[config.mk]
export PLATFORM = sky130hd
export DESIGN_NAME = adcrs_top
export DESIGN_NICKNAME = d
export VERILOG_FILES = /design/src/adcrs_pkg.sv /design/src/adcrs_result_mem.sv /design/src/adcrs_top.sv
export VERILOG_INCLUDE_DIRS = /design/src
export SDC_FILE = /design/constraint.sdc
export NUM_CORES = 1
export LEC_CHECK = 0
export ABC_CLOCK_PERIOD_IN_PS = 1700
export BUFFER_PORTS_ARGS = -buffer_cell sky130_fd_sc_hd__buf_2
export CORE_UTILIZATION = 47
export CTS_BUF_LIST = sky130_fd_sc_hd__clkbuf_4 sky130_fd_sc_hd__clkbuf_8
export DETAILED_ROUTE_END_ITERATION = 10
export PLACE_DENSITY_LB_ADDON = 0.08
export SYNTH_ARGS = -nofsm -noshare
export SYNTH_HDL_FRONTEND = slang
export SYNTH_SLANG_ARGS = --single-unit
[constraint.sdc]
create_clock -name i_clk_sys -period 1.7 [get_ports i_clk_sys]
set_clock_uncertainty 0.15 [all_clocks]
set_input_delay 0.255 -clock i_clk_sys [delete_from_list [all_inputs] [get_ports i_clk_sys]]
set_output_delay 0.255 -clock i_clk_sys [all_outputs]
set_load 0.03 [all_outputs]
[src/adcrs_regs.svh]
`ifndef ADCRS_REGS_SVH
`define ADCRS_REGS_SVH

// ****************************************************************
// Register offsets (10-bit byte addresses)
// ****************************************************************
`define ADCRS_CTL0_OFS      10'h3D6
`define ADCRS_CTL1_OFS      10'h3D7
`define ADCRS_CTL2_OFS      10'h3D4
`define ADCRS_RES_BASE_HI   6'h3C
`define ADCRS_RES_STRIDE    2

// ****************************************************************
// Reset values
// ****************************************************************
`define ADCRS_CTL0_RST      8'h00
`define ADCRS_CTL1_RST      8'h00
`define ADCRS_CTL2_RST      8'h00

// ****************************************************************
// Field positions, control register 0
// ****************************************************************
`define ADCRS_C0_CH_LSB     0
`define ADCRS_C0_CH_MSB     2
`define ADCRS_C0_MD_LSB     3
`define ADCRS_C0_MD_MSB     4
`define ADCRS_C0_TRG        5
`define ADCRS_C0_CONVERSION_START_FLAG       6
`define ADCRS_C0_CKS0       7

// ****************************************************************
// Field positions, control registers 1 and 2
// ****************************************************************
`define ADCRS_C1_SCAN_LSB   0
`define ADCRS_C1_SCAN_MSB   1
`define ADCRS_C1_MD2        2
`define ADCRS_C1_BITS       3
`define ADCRS_C2_GSEL_LSB   1
`define ADCRS_C2_GSEL_MSB   2

// ****************************************************************
// Encodings
// ****************************************************************
`define ADCRS_MODE_REPEAT   2'h3
`define ADCRS_RES_DEPTH     8
`define ADCRS_RES_WIDTH     10

`endif

[src/adcrs_pkg.sv]
package adcrs_pkg;

  // ****************************************************************
  // Sweep sequencer states
  // ****************************************************************
  typedef enum logic [1:0] {
    ADCRS_IDLE,
    ADCRS_ARMED,
    ADCRS_CONV
  } adcrs_fsm_t;

  // ****************************************************************
  // State of the top module, apart from the result store
  // ****************************************************************
  typedef struct packed {
    logic [7:0]  ctl0;
    logic [7:0]  ctl1;
    logic [7:0]  ctl2;
    adcrs_fsm_t  fsm;
    logic [2:0]  chan;
    logic        trig_s1;
    logic        trig_s2;
    logic        trig_prev;
    logic        conv_start;
    logic        irq;
    logic        active;
    logic [15:0] rd_data;
  } adcrs_state_t;

  typedef logic [9:0]  adcrs_addr_t;
  typedef logic [15:0] adcrs_data_t;

endpackage

[src/adcrs_result_mem.sv]
`timescale 1ns/10ps
// ****************************************************************
// Per-channel result store
// ****************************************************************
module adcrs_result_mem #(
  parameter int DEPTH = 8,
  parameter int WIDTH = 10,
  parameter int AW    = 3
) (
  input  wire logic             i_clk_sys,
  input  wire logic             i_rst_n,
  input  wire logic             i_wr_en,
  input  wire logic [AW-1:0]    i_wr_idx,
  input  wire logic [WIDTH-1:0] i_wr_data,
  input  wire logic [AW-1:0]    i_rd_idx,
  output logic      [WIDTH-1:0] o_rd_data
);

  logic [DEPTH-1:0][WIDTH-1:0] mem_r;
  logic [DEPTH-1:0][WIDTH-1:0] mem_nxt;

  always_comb begin
    mem_nxt = mem_r;
    if (i_wr_en) begin
      mem_nxt[i_wr_idx] = i_wr_data;
    end
  end

  always_ff @(posedge i_clk_sys) begin
    if (!i_rst_n) begin
      mem_r <= '0;
    end else begin
      mem_r <= mem_nxt;
    end
  end

  // Entries are flip-flops; the caller registers the read value.
  assign o_rd_data = mem_r[i_rd_idx];

endmodule // adcrs_result_mem

[src/adcrs_top.sv]
// Design decision made here: the plain strobed port.
`timescale 1ns/10ps
`include "adcrs_regs.svh"
module adcrs_top (
  input  wire logic               i_clk_sys,
  input  wire logic               i_rst_n,
  input  wire adcrs_pkg::adcrs_addr_t i_addr,
  input  wire adcrs_pkg::adcrs_data_t i_wr_data,
  input  wire logic               i_wr_en,
  input  wire logic               i_rd_en,
  output adcrs_pkg::adcrs_data_t  o_rd_data,
  input  wire logic               i_external_trigger_input,
  input  wire logic               i_conv_done,
  input  wire logic [9:0]         i_conv_data,
  output logic                    o_conv_start,
  output logic [2:0]              o_conv_chan,
  output logic [1:0]              o_conv_group,
  output logic                    o_conv_10bit,
  output logic                    o_sweep_active,
  output logic                    o_conv_irq
);
  import adcrs_pkg::*;

  // ****************************************************************
  // State
  // ****************************************************************
  adcrs_state_t st_r;
  adcrs_state_t st_nxt;

  // ****************************************************************
  // Decoded fields
  // ****************************************************************
  logic [1:0]  mode_sel;
  logic        trig_sel;
  logic        start_flag;
  logic [1:0]  sweep_sel;
  logic        mode_bit2;
  logic        res_10bit;
  logic [1:0]  group_sel;
  logic        mode_ok;
  logic [2:0]  last_chan;
  logic        trig_fall;
  logic        res_hit;
  logic [2:0]  res_idx;
  logic        mem_wr_en;
  logic [9:0]  mem_wr_data;
  logic [9:0]  mem_rd_data;
  logic        sweep_ok;
  logic        soft_go;
  logic        ext_go;
  logic [2:0]  chan_adv;

  assign mode_sel   = st_r.ctl0[`ADCRS_C0_MD_MSB:`ADCRS_C0_MD_LSB];
  assign trig_sel   = st_r.ctl0[`ADCRS_C0_TRG];
  assign start_flag = st_r.ctl0[`ADCRS_C0_CONVERSION_START_FLAG];
  assign sweep_sel  = st_r.ctl1[`ADCRS_C1_SCAN_MSB:`ADCRS_C1_SCAN_LSB];
  assign mode_bit2  = st_r.ctl1[`ADCRS_C1_MD2];
  assign res_10bit  = st_r.ctl1[`ADCRS_C1_BITS];
  assign group_sel  = st_r.ctl2[`ADCRS_C2_GSEL_MSB:`ADCRS_C2_GSEL_LSB];

  // Repeat sweep mode 0 needs mode field 11 with the extra mode bit clear.
  assign mode_ok = (mode_sel == `ADCRS_MODE_REPEAT) && !mode_bit2;

  // The last channel of the sweep is odd: 1, 3, 5 or 7.
  // The single-channel bits of control register 0 are deliberately unused here.
  assign last_chan = {sweep_sel, 1'b1};

  // The first synchroniser stage feeds only the second one.
  assign trig_fall = st_r.trig_prev && !st_r.trig_s2;

  // ****************************************************************
  // Start conditions
  // ****************************************************************
  // A flag left at 1 in another mode stays inert, and becomes live again
  // without a new write once the mode field returns to repeat sweep.
  assign sweep_ok = start_flag && mode_ok;
  assign soft_go  = sweep_ok && !trig_sel;
  assign ext_go   = sweep_ok && trig_sel && trig_fall;

  // ****************************************************************
  // Sweep advance
  // ****************************************************************
  // Wrapping at or beyond the last channel, not at seven, keeps a sweep whose
  // length was shortened mid-run from reaching inputs that were deselected.
  always_comb begin
    if (st_r.chan >= last_chan) begin
      chan_adv = 3'h0;
    end else begin
      chan_adv = st_r.chan + 3'h1;
    end
  end

  // ****************************************************************
  // Result register address decode
  // ****************************************************************
  assign res_hit = (i_addr[9:4] == `ADCRS_RES_BASE_HI) && !i_addr[0];
  assign res_idx = i_addr[3:1];

  // ****************************************************************
  // Result capture
  // ****************************************************************
  // A result is only taken while a conversion is outstanding, so a late
  // completion after a halt cannot overwrite a stored value.
  assign mem_wr_en = (st_r.fsm == ADCRS_CONV) && i_conv_done;

  always_comb begin
    if (res_10bit) begin
      mem_wr_data = i_conv_data;
    end else begin
      mem_wr_data = {2'h0, i_conv_data[7:0]};
    end
  end

  adcrs_result_mem #(
    .DEPTH (`ADCRS_RES_DEPTH),
    .WIDTH (`ADCRS_RES_WIDTH),
    .AW    (3)
  ) u_result_mem (
    .i_clk_sys (i_clk_sys),
    .i_rst_n   (i_rst_n),
    .i_wr_en   (mem_wr_en),
    .i_wr_idx  (st_r.chan),
    .i_wr_data (mem_wr_data),
    .i_rd_idx  (res_idx),
    .o_rd_data (mem_rd_data)
  );

  // ****************************************************************
  // Next state
  // ****************************************************************
  always_comb begin
    st_nxt            = st_r;
    st_nxt.trig_s1    = i_external_trigger_input;
    st_nxt.trig_s2    = st_r.trig_s1;
    st_nxt.trig_prev  = st_r.trig_s2;
    st_nxt.conv_start = 1'b0;
    st_nxt.irq        = 1'b0;
    st_nxt.rd_data    = '0;

    // Register writes. Only the low byte carries control bits.
    if (i_wr_en) begin
      case (i_addr)
        `ADCRS_CTL0_OFS: begin
          st_nxt.ctl0 = i_wr_data[7:0];
        end
        `ADCRS_CTL1_OFS: begin
          st_nxt.ctl1 = i_wr_data[7:0];
        end
        `ADCRS_CTL2_OFS: begin
          st_nxt.ctl2 = i_wr_data[7:0];
        end
        default: begin
        end
      endcase
    end

    // Register reads; unmapped addresses answer zero.
    if (i_rd_en) begin
      case (i_addr)
        `ADCRS_CTL0_OFS: begin
          st_nxt.rd_data = {8'h00, st_r.ctl0};
        end
        `ADCRS_CTL1_OFS: begin
          st_nxt.rd_data = {8'h00, st_r.ctl1};
        end
        `ADCRS_CTL2_OFS: begin
          st_nxt.rd_data = {8'h00, st_r.ctl2};
        end
        default: begin
          if (res_hit) begin
            st_nxt.rd_data = {6'h00, mem_rd_data};
          end
        end
      endcase
    end

    // Sweep sequencer. The flag is only ever cleared by software, so the
    // sweep has no natural end and no completion event to report.
    case (st_r.fsm)
      ADCRS_IDLE: begin
        if (soft_go) begin
          st_nxt.fsm        = ADCRS_CONV;
          st_nxt.chan       = 3'h0;
          st_nxt.conv_start = 1'b1;
        end else if (sweep_ok) begin
          // A falling edge in this very cycle is not counted; the pin must
          // fall again once the sequencer is armed.
          st_nxt.fsm = ADCRS_ARMED;
        end
      end
      ADCRS_ARMED: begin
        if (!sweep_ok) begin
          st_nxt.fsm = ADCRS_IDLE;
        end else if (soft_go || ext_go) begin
          // Edges seen before the flag was set never reach this state. A switch
          // back to the software trigger starts at once, as a flag write would.
          st_nxt.fsm        = ADCRS_CONV;
          st_nxt.chan       = 3'h0;
          st_nxt.conv_start = 1'b1;
        end
      end
      ADCRS_CONV: begin
        if (!sweep_ok) begin
          st_nxt.fsm = ADCRS_IDLE;
        end else if (i_conv_done) begin
          st_nxt.conv_start = 1'b1;
          st_nxt.chan       = chan_adv;
        end
      end
      default: begin
        st_nxt.fsm = ADCRS_IDLE;
      end
    endcase
    st_nxt.active = (st_nxt.fsm == ADCRS_CONV);
  end

  // ****************************************************************
  // State register
  // ****************************************************************
  always_ff @(posedge i_clk_sys) begin
    if (!i_rst_n) begin
      st_r      <= '0;
      st_r.ctl0 <= `ADCRS_CTL0_RST;
      st_r.ctl1 <= `ADCRS_CTL1_RST;
      st_r.ctl2 <= `ADCRS_CTL2_RST;
      st_r.fsm  <= ADCRS_IDLE;
      // The trigger chain starts at the pin's idle high level.
      st_r.trig_s1   <= 1'b1;
      st_r.trig_s2   <= 1'b1;
      st_r.trig_prev <= 1'b1;
    end else begin
      st_r <= st_nxt;
    end
  end

  // ****************************************************************
  // Outputs
  // ****************************************************************
  assign o_rd_data      = st_r.rd_data;
  assign o_conv_start   = st_r.conv_start;
  assign o_conv_chan    = st_r.chan;
  assign o_conv_group   = group_sel;
  assign o_conv_10bit   = st_r.ctl1[`ADCRS_C1_BITS];
  assign o_sweep_active = st_r.active;
  assign o_conv_irq     = st_r.irq;

endmodule // adcrs_top

* Word level (Yosys, flattened, before mapping)
Index checks and enable logic that the tools add are counted.
** Storage, ports and cells
- Register bits :: 131
- Input bits :: 42
- Output and inout port bits :: 25
- Logic and storage cells :: 85
** Operators by class
- Add/subtract/negate cells :: 1
- Order comparisons :: 4
- Eq/ne operators :: 13
- Multiplexer cells :: 26
- Reductions and logical operators :: 21
** Operators with widths (number)
- 80-bit bitwise mux :: 1
- 10-bit two-way mux :: 4
- 10-bit binary-select mux with 3-bit select :: 1
- 10-bit demux with 3-bit select :: 1
- 10-bit == test, second input constant :: 3
- 10-bit case mux with 3 select lines :: 1
- 3-bit two-way mux :: 5
- 2-bit != test, second input constant :: 5
- 1-bit logical AND :: 9
- 3-bit case mux with 3 select lines :: 1
- 3-bit by 4-bit less-than comparator with 1-bit output, second input constant :: 2
- 2-bit two-way mux :: 4
- 2-bit AND reduction :: 4
- 2-bit == test, second input constant :: 3
- 6-bit == test, second input constant :: 1
- 2-bit case mux with 3 select lines :: 1
- 6-bit AND reduction :: 1
- 1-bit two-way mux :: 5
- 5-bit two-way mux :: 1
- 1-bit zero test :: 4
- 3-bit by 1-bit adder with 3-bit output, second input constant :: 1
- 3-bit by 1-bit >= comparator with 1-bit output, second input constant :: 1
- 3-bit >= comparator :: 1
- 1-bit case mux with 3 select lines :: 1
- 4 further kinds :: 4

* Longest topological paths before layout
- Depth after elaboration :: 10
- Depth in mapped cells :: 9
- Gate-level depth less buffers :: 7

* Modules after synthesis
A second synthesis with hierarchy kept.
** Second synthesis, totals
- Cells, all modules :: 654
- Area, all modules :: 5973.2 µm²
** Modules (own cells, without submodules)
- adcrs_result_mem :: times used 1, cells each 404, area each 3806.2 µm², seq. area each 1601.5 µm²
- adcrs_top :: times used 1, cells each 250, area each 2167.1 µm², seq. area each 880.8 µm²

* Worst setup path before layout
OpenSTA, ideal clock, no wires.
- Path type :: reg-to-reg
- Start :: register st_r (netlist bit o_conv_chan[1])
- End :: register st_r (netlist bit o_conv_chan[0])
- Library setup time :: 0.066 ns
- Arrival time :: 1.675 ns
- Data required time :: 1.484 ns
- Setup slack :: -0.191 ns
- Cell stages (with the launch flop) :: 6
- Buffers on the path :: 0
- Period minus slack after synthesis :: 1.891 ns
- Path through :: dfxtp_1 ha_1 a21o_1 a2111o_1 or3_1 a21boi_2
** On the way
- Word-level cells in the longest chain between the ends :: 5
** Ends and longest elaborated chain
- start, declared :: line adcrs_top.sv:27 : adcrs_state_t st_r;
- start signal, assigned :: line adcrs_top.sv:232 : st_r <= st_nxt;
- 3-bit >= comparator :: line adcrs_top.sv:86 : if (st_r.chan >= last_chan) begin
- 3-bit two-way mux :: line adcrs_top.sv:86
- 3-bit two-way mux :: line adcrs_top.sv:205 : end else if (i_conv_done) begin
- 3-bit two-way mux :: line adcrs_top.sv:203 : if (!sweep_ok) begin
- 3-bit case mux with 3 select lines :: line adcrs_top.sv:179 : case (st_r.fsm)
No other way between the ends. The select of a mux whose other input is x is not followed.
A chain may end at the register's enable or synchronous reset.

* Final worst setup path
- Start :: register st_r (netlist bit last_chan[1])
- End :: register st_r (netlist bit o_conv_chan[0])
Same word-level chain as after synthesis.

==> out/metrics.yaml <==
yosys:
  cell_types_occupying_the_most_area_after_synthesis: "sky130_fd_sc_hd__dfxtp_1 (43%), sky130_fd_sc_hd__mux2i_1 (17%), sky130_fd_sc_hd__nor2b_1 (8.7%), sky130_fd_sc_hd__mux4_2 (7.8%), sky130_fd_sc_hd__buf_4 (3.1%)"
  synth_edf_count: 0
  netlist_area_pre_place_sq_um: 5800
  synthesis.yosys.warnings: 0
  synth-seq-cells: 124
  dominantRegCellSynth: "sky130_fd_sc_hd__dfxtp_1"
  synth_cell_types: 43
  netlist.area_leader.share_pct: 42.8
  netlist.top_cell.by_area: "sky130_fd_sc_hd__dfxtp_1"
  syn-instance-count: 558
  synth_sequential_area_ratio_pct: 42.8
  post_synth.cell_area_avg_sq_um: 10.4
  synth_async_sr_flop_share_pct: 0
power:
  cellLeakagePower_nw: 2.66
  power_mw: 5.80
  power_density_nw_per_um2: 810
  max-vdd-ir-drop_v: 0.000659
run_status:
  run_status: "finished with violations"
  failed_checks: "setup timing"
critical_path:
  worst_path_arrival_time_ns: 2.06
  critPathCapture: "o_conv_chan[0]"
  worst_r2r_path_depth: 6
  worstReg2RegEnd: "o_conv_chan[0]"
  required_ns: 1.93
  timing.setup.critical_path_class: "register to register"
  path_max_fanout: 2
  crit-reg2reg-launch: "last_chan[1]"
  critical_path.startpoint: "last_chan[1]"
  reg2reg_setup_slack_ns: -0.14
  critPathCaptureType: "register"
  crit_path_start_kind: "register"
floorplan:
  die_h_um: 113
  floorplan.initialDensity_pct: 48.2
  die-area_sq_um: 12800
  die_x_um: 113
  design.core.area_sq_um: 12000
  std_cell_rows: 40
  io_pins: 67
flow_run:
  max_cap_viols: 0
layout:
  nets: 686
  areaGrowthSynthToFinish_pct: 23.6
  final_core_util_pct: 59.7
  multi_input_area_sq_um: 3070
  fillCellCount: 1046
  post_route_cells_drive_above_1_share_pct: 29.2
  final-seq-area_sq_um: 2490
  antenna_fix_cells: 0
drt:
  wire_per_inst_um: 16.8
  drt-initial-drc-count: 198
  detailroute.via_count: 4222
  post_drt_via_cell_ratio: 5.30
  dr.pass1.iters: 4
  drc: 0
  detail_route.wirelength_um: 13400
  detail-route-antenna-nets: 0
global_route:
  wire_length_of_the_first_global_routing_pass_um: 21600
  antenna_found_initial: 0
  grt_util_all_layers_pct: 22.5
  grt_max_degree: 43
  gr-total-overflow: 0
  grt_pass1_vias: 4196
clocking:
  cts_root_buf: "sky130_fd_sc_hd__clkbuf_8"
  insertion_delay_ns: 0.44
  cts_num_sinks: 124
  clock_tree.buffer_depth: 2
  tritoncts: "built"
  cts-buffers-inserted: 17
  htreeDepth: 4
  clk_pin_slew_ns: 0.07
timing:
  total_negative_slack_for_setup_checks_ns: -0.894
  finalHoldViolCount: 0
  hold-worst-slack_ns: 0.0292
  maxClockFrequency_ghz: 0.544
  setup_viol: 15
  timing.final.crit_share_pct: 108
  fin_crit_ns: 1.84
  postLayoutSetupSlackWorst_ns: -0.137
  grt_setup_unrepaired: "true"
  slew_viol_final: 0
placement:
  post-place-ws_ns: -0.189
  io_buffers: 51
  dp_hpwl_um: 8860
  place.gp.congestion: 0.872
worst_hold_path:
  hold_path.class: "input pin to register"
==> repair_timing <==
action / CTS / global route
gates cloned: 2 / 1
buffers inserted: 2 / 1
resized for setup: 14 / 36
endpoints found under the hold margin: 35 / 1
hold buffers: 18 / 1
endpoints found under the setup margin: 39 / 82
pin swaps: 4 / 15
==> kinds of logic (layout without fill, tap and decap cells) <==
group                    count (synthesis)  after routing  share of synthesized area (%)
buffers and inverters                   68            154                           6.41
AND/OR/NAND/NOR                        178            178                           17.8
AO/OA/AOI/OAI                           63             63                           6.82
flip-flops                             124            124                           42.8
other                                    1              7                         0.0647
adder cells (fa/ha/maj)                  7              7                           1.51
multiplexers                           117            117                           24.5
==> final cells by class <==
type | instances | area share (%)
clock buffer | 21 | 3.95
sequential | 124 | 34.7
tap | 147 | 2.57
inverter | 8 | 0.419
clock inverter | 11 | 1.62
timing repair buffer | 114 | 13.9
multi-input combinational | 372 | 42.8
==> worst min-delay path by stage <==
stage / start / end / slack [ns] / cells past startpoint
3_5_place_dp: st_nxt[20] / st_nxt[19] / 0.26 / 1
5_1_grt: i_addr[4] / o_rd_data[0] / 0.02 / 4
2_1_floorplan: i_external_trigger_input / st_nxt[20] / 0.21 / 1
6_report: i_addr[4] / o_rd_data[0] / 0.03 / 4
3_3_place_gp: st_nxt[20] / st_nxt[19] / 0.25 / 1
4_1_cts: i_wr_en / st_r[42] / 0.05 / 3
==> sequential cells by signal, indices dropped and copies added (netlist names) <==
signal	cells
last_chan	2
mode_bit2	1
mode_sel	2
o_conv_10bit	1
o_conv_chan	3
o_conv_group	2
o_conv_start	1
o_rd_data	10
o_sweep_active	1
st_nxt	2
st_r	19
u_result_mem.mem_r	80
==> synth_stat cells (all sizes together), types with 2 or more instances <==
cell and n:
nor2 22, buf 33, o21ai 20, nand2 31
a21boi 12, nand3 19, clkbuf 27, a21oi 11
nor3 2, or3 3, o22ai 8, mux4 20
nor2b 81, nand4b 2, inv 7, o211ai 2
nand4 3, nand2b 9, dfxtp 124, nand3b 2
mux2i 97, and2 3, a21o 3, ha 7
==> cells in the final DEF, fill, tap and decap left out, drive strengths merged, types with 2 or more instances in the layout <==
| cell type | count |
|---|---|
| a21boi | 12 |
| a21o | 3 |
| a21oi | 11 |
| and2 | 3 |
| buf | 94 |
| bufinv | 2 |
| clkbuf | 22 |
| clkinv | 6 |
| clkinvlp | 3 |
| conb | 7 |
| dfxtp | 124 |
| dlygate4sd3 | 19 |
| ha | 7 |
| inv | 8 |
| mux2i | 97 |
| mux4 | 20 |
| nand2 | 31 |
| nand2b | 9 |
| nand3 | 19 |
| nand3b | 2 |
| nand4 | 3 |
| nand4b | 2 |
| nor2 | 22 |
| nor2b | 81 |
| nor3 | 2 |
| o211ai | 2 |
| o21ai | 20 |
| o22ai | 8 |
| or3 | 3 |
==> routing by layer <==
layer	vias up	global-route usage, %	wire [um]
met3	23	5.68	491
met4	0	8.60	231
met1	2057	27.6	6120
met2	77	38.1	6530
li1	2065	-	-
met5	-	0	0
==> metrics by stage <==
stage               instance area (sq um)  std cells
CTS                                  7110        796
global route                         7170        797
floorplan                            5840        564
detailed placement                   6410        742
global placement                     6410        742
finish                               7170        797
==> where the power goes <==
| group | internal (mW) | switching (mW) |
|---|---|---|
| clock network | 1.42 | 1.15 |
| logic | 0.152 | 0.165 |
| registers | 2.91 | 0.00107 |
| total | 4.48 | 1.32 |
==> worst max-delay path: stages (launching register included) <==
cell and delay, ns:
sky130_fd_sc_hd__dfxtp_2 0.34, sky130_fd_sc_hd__inv_2 0.04, sky130_fd_sc_hd__ha_4 0.20, sky130_fd_sc_hd__a21o_1 0.18
sky130_fd_sc_hd__a2111o_1 0.39, sky130_fd_sc_hd__or3_4 0.34, sky130_fd_sc_hd__a21boi_2 0.14
No activity file was read; power rests on OpenSTA's default activity.
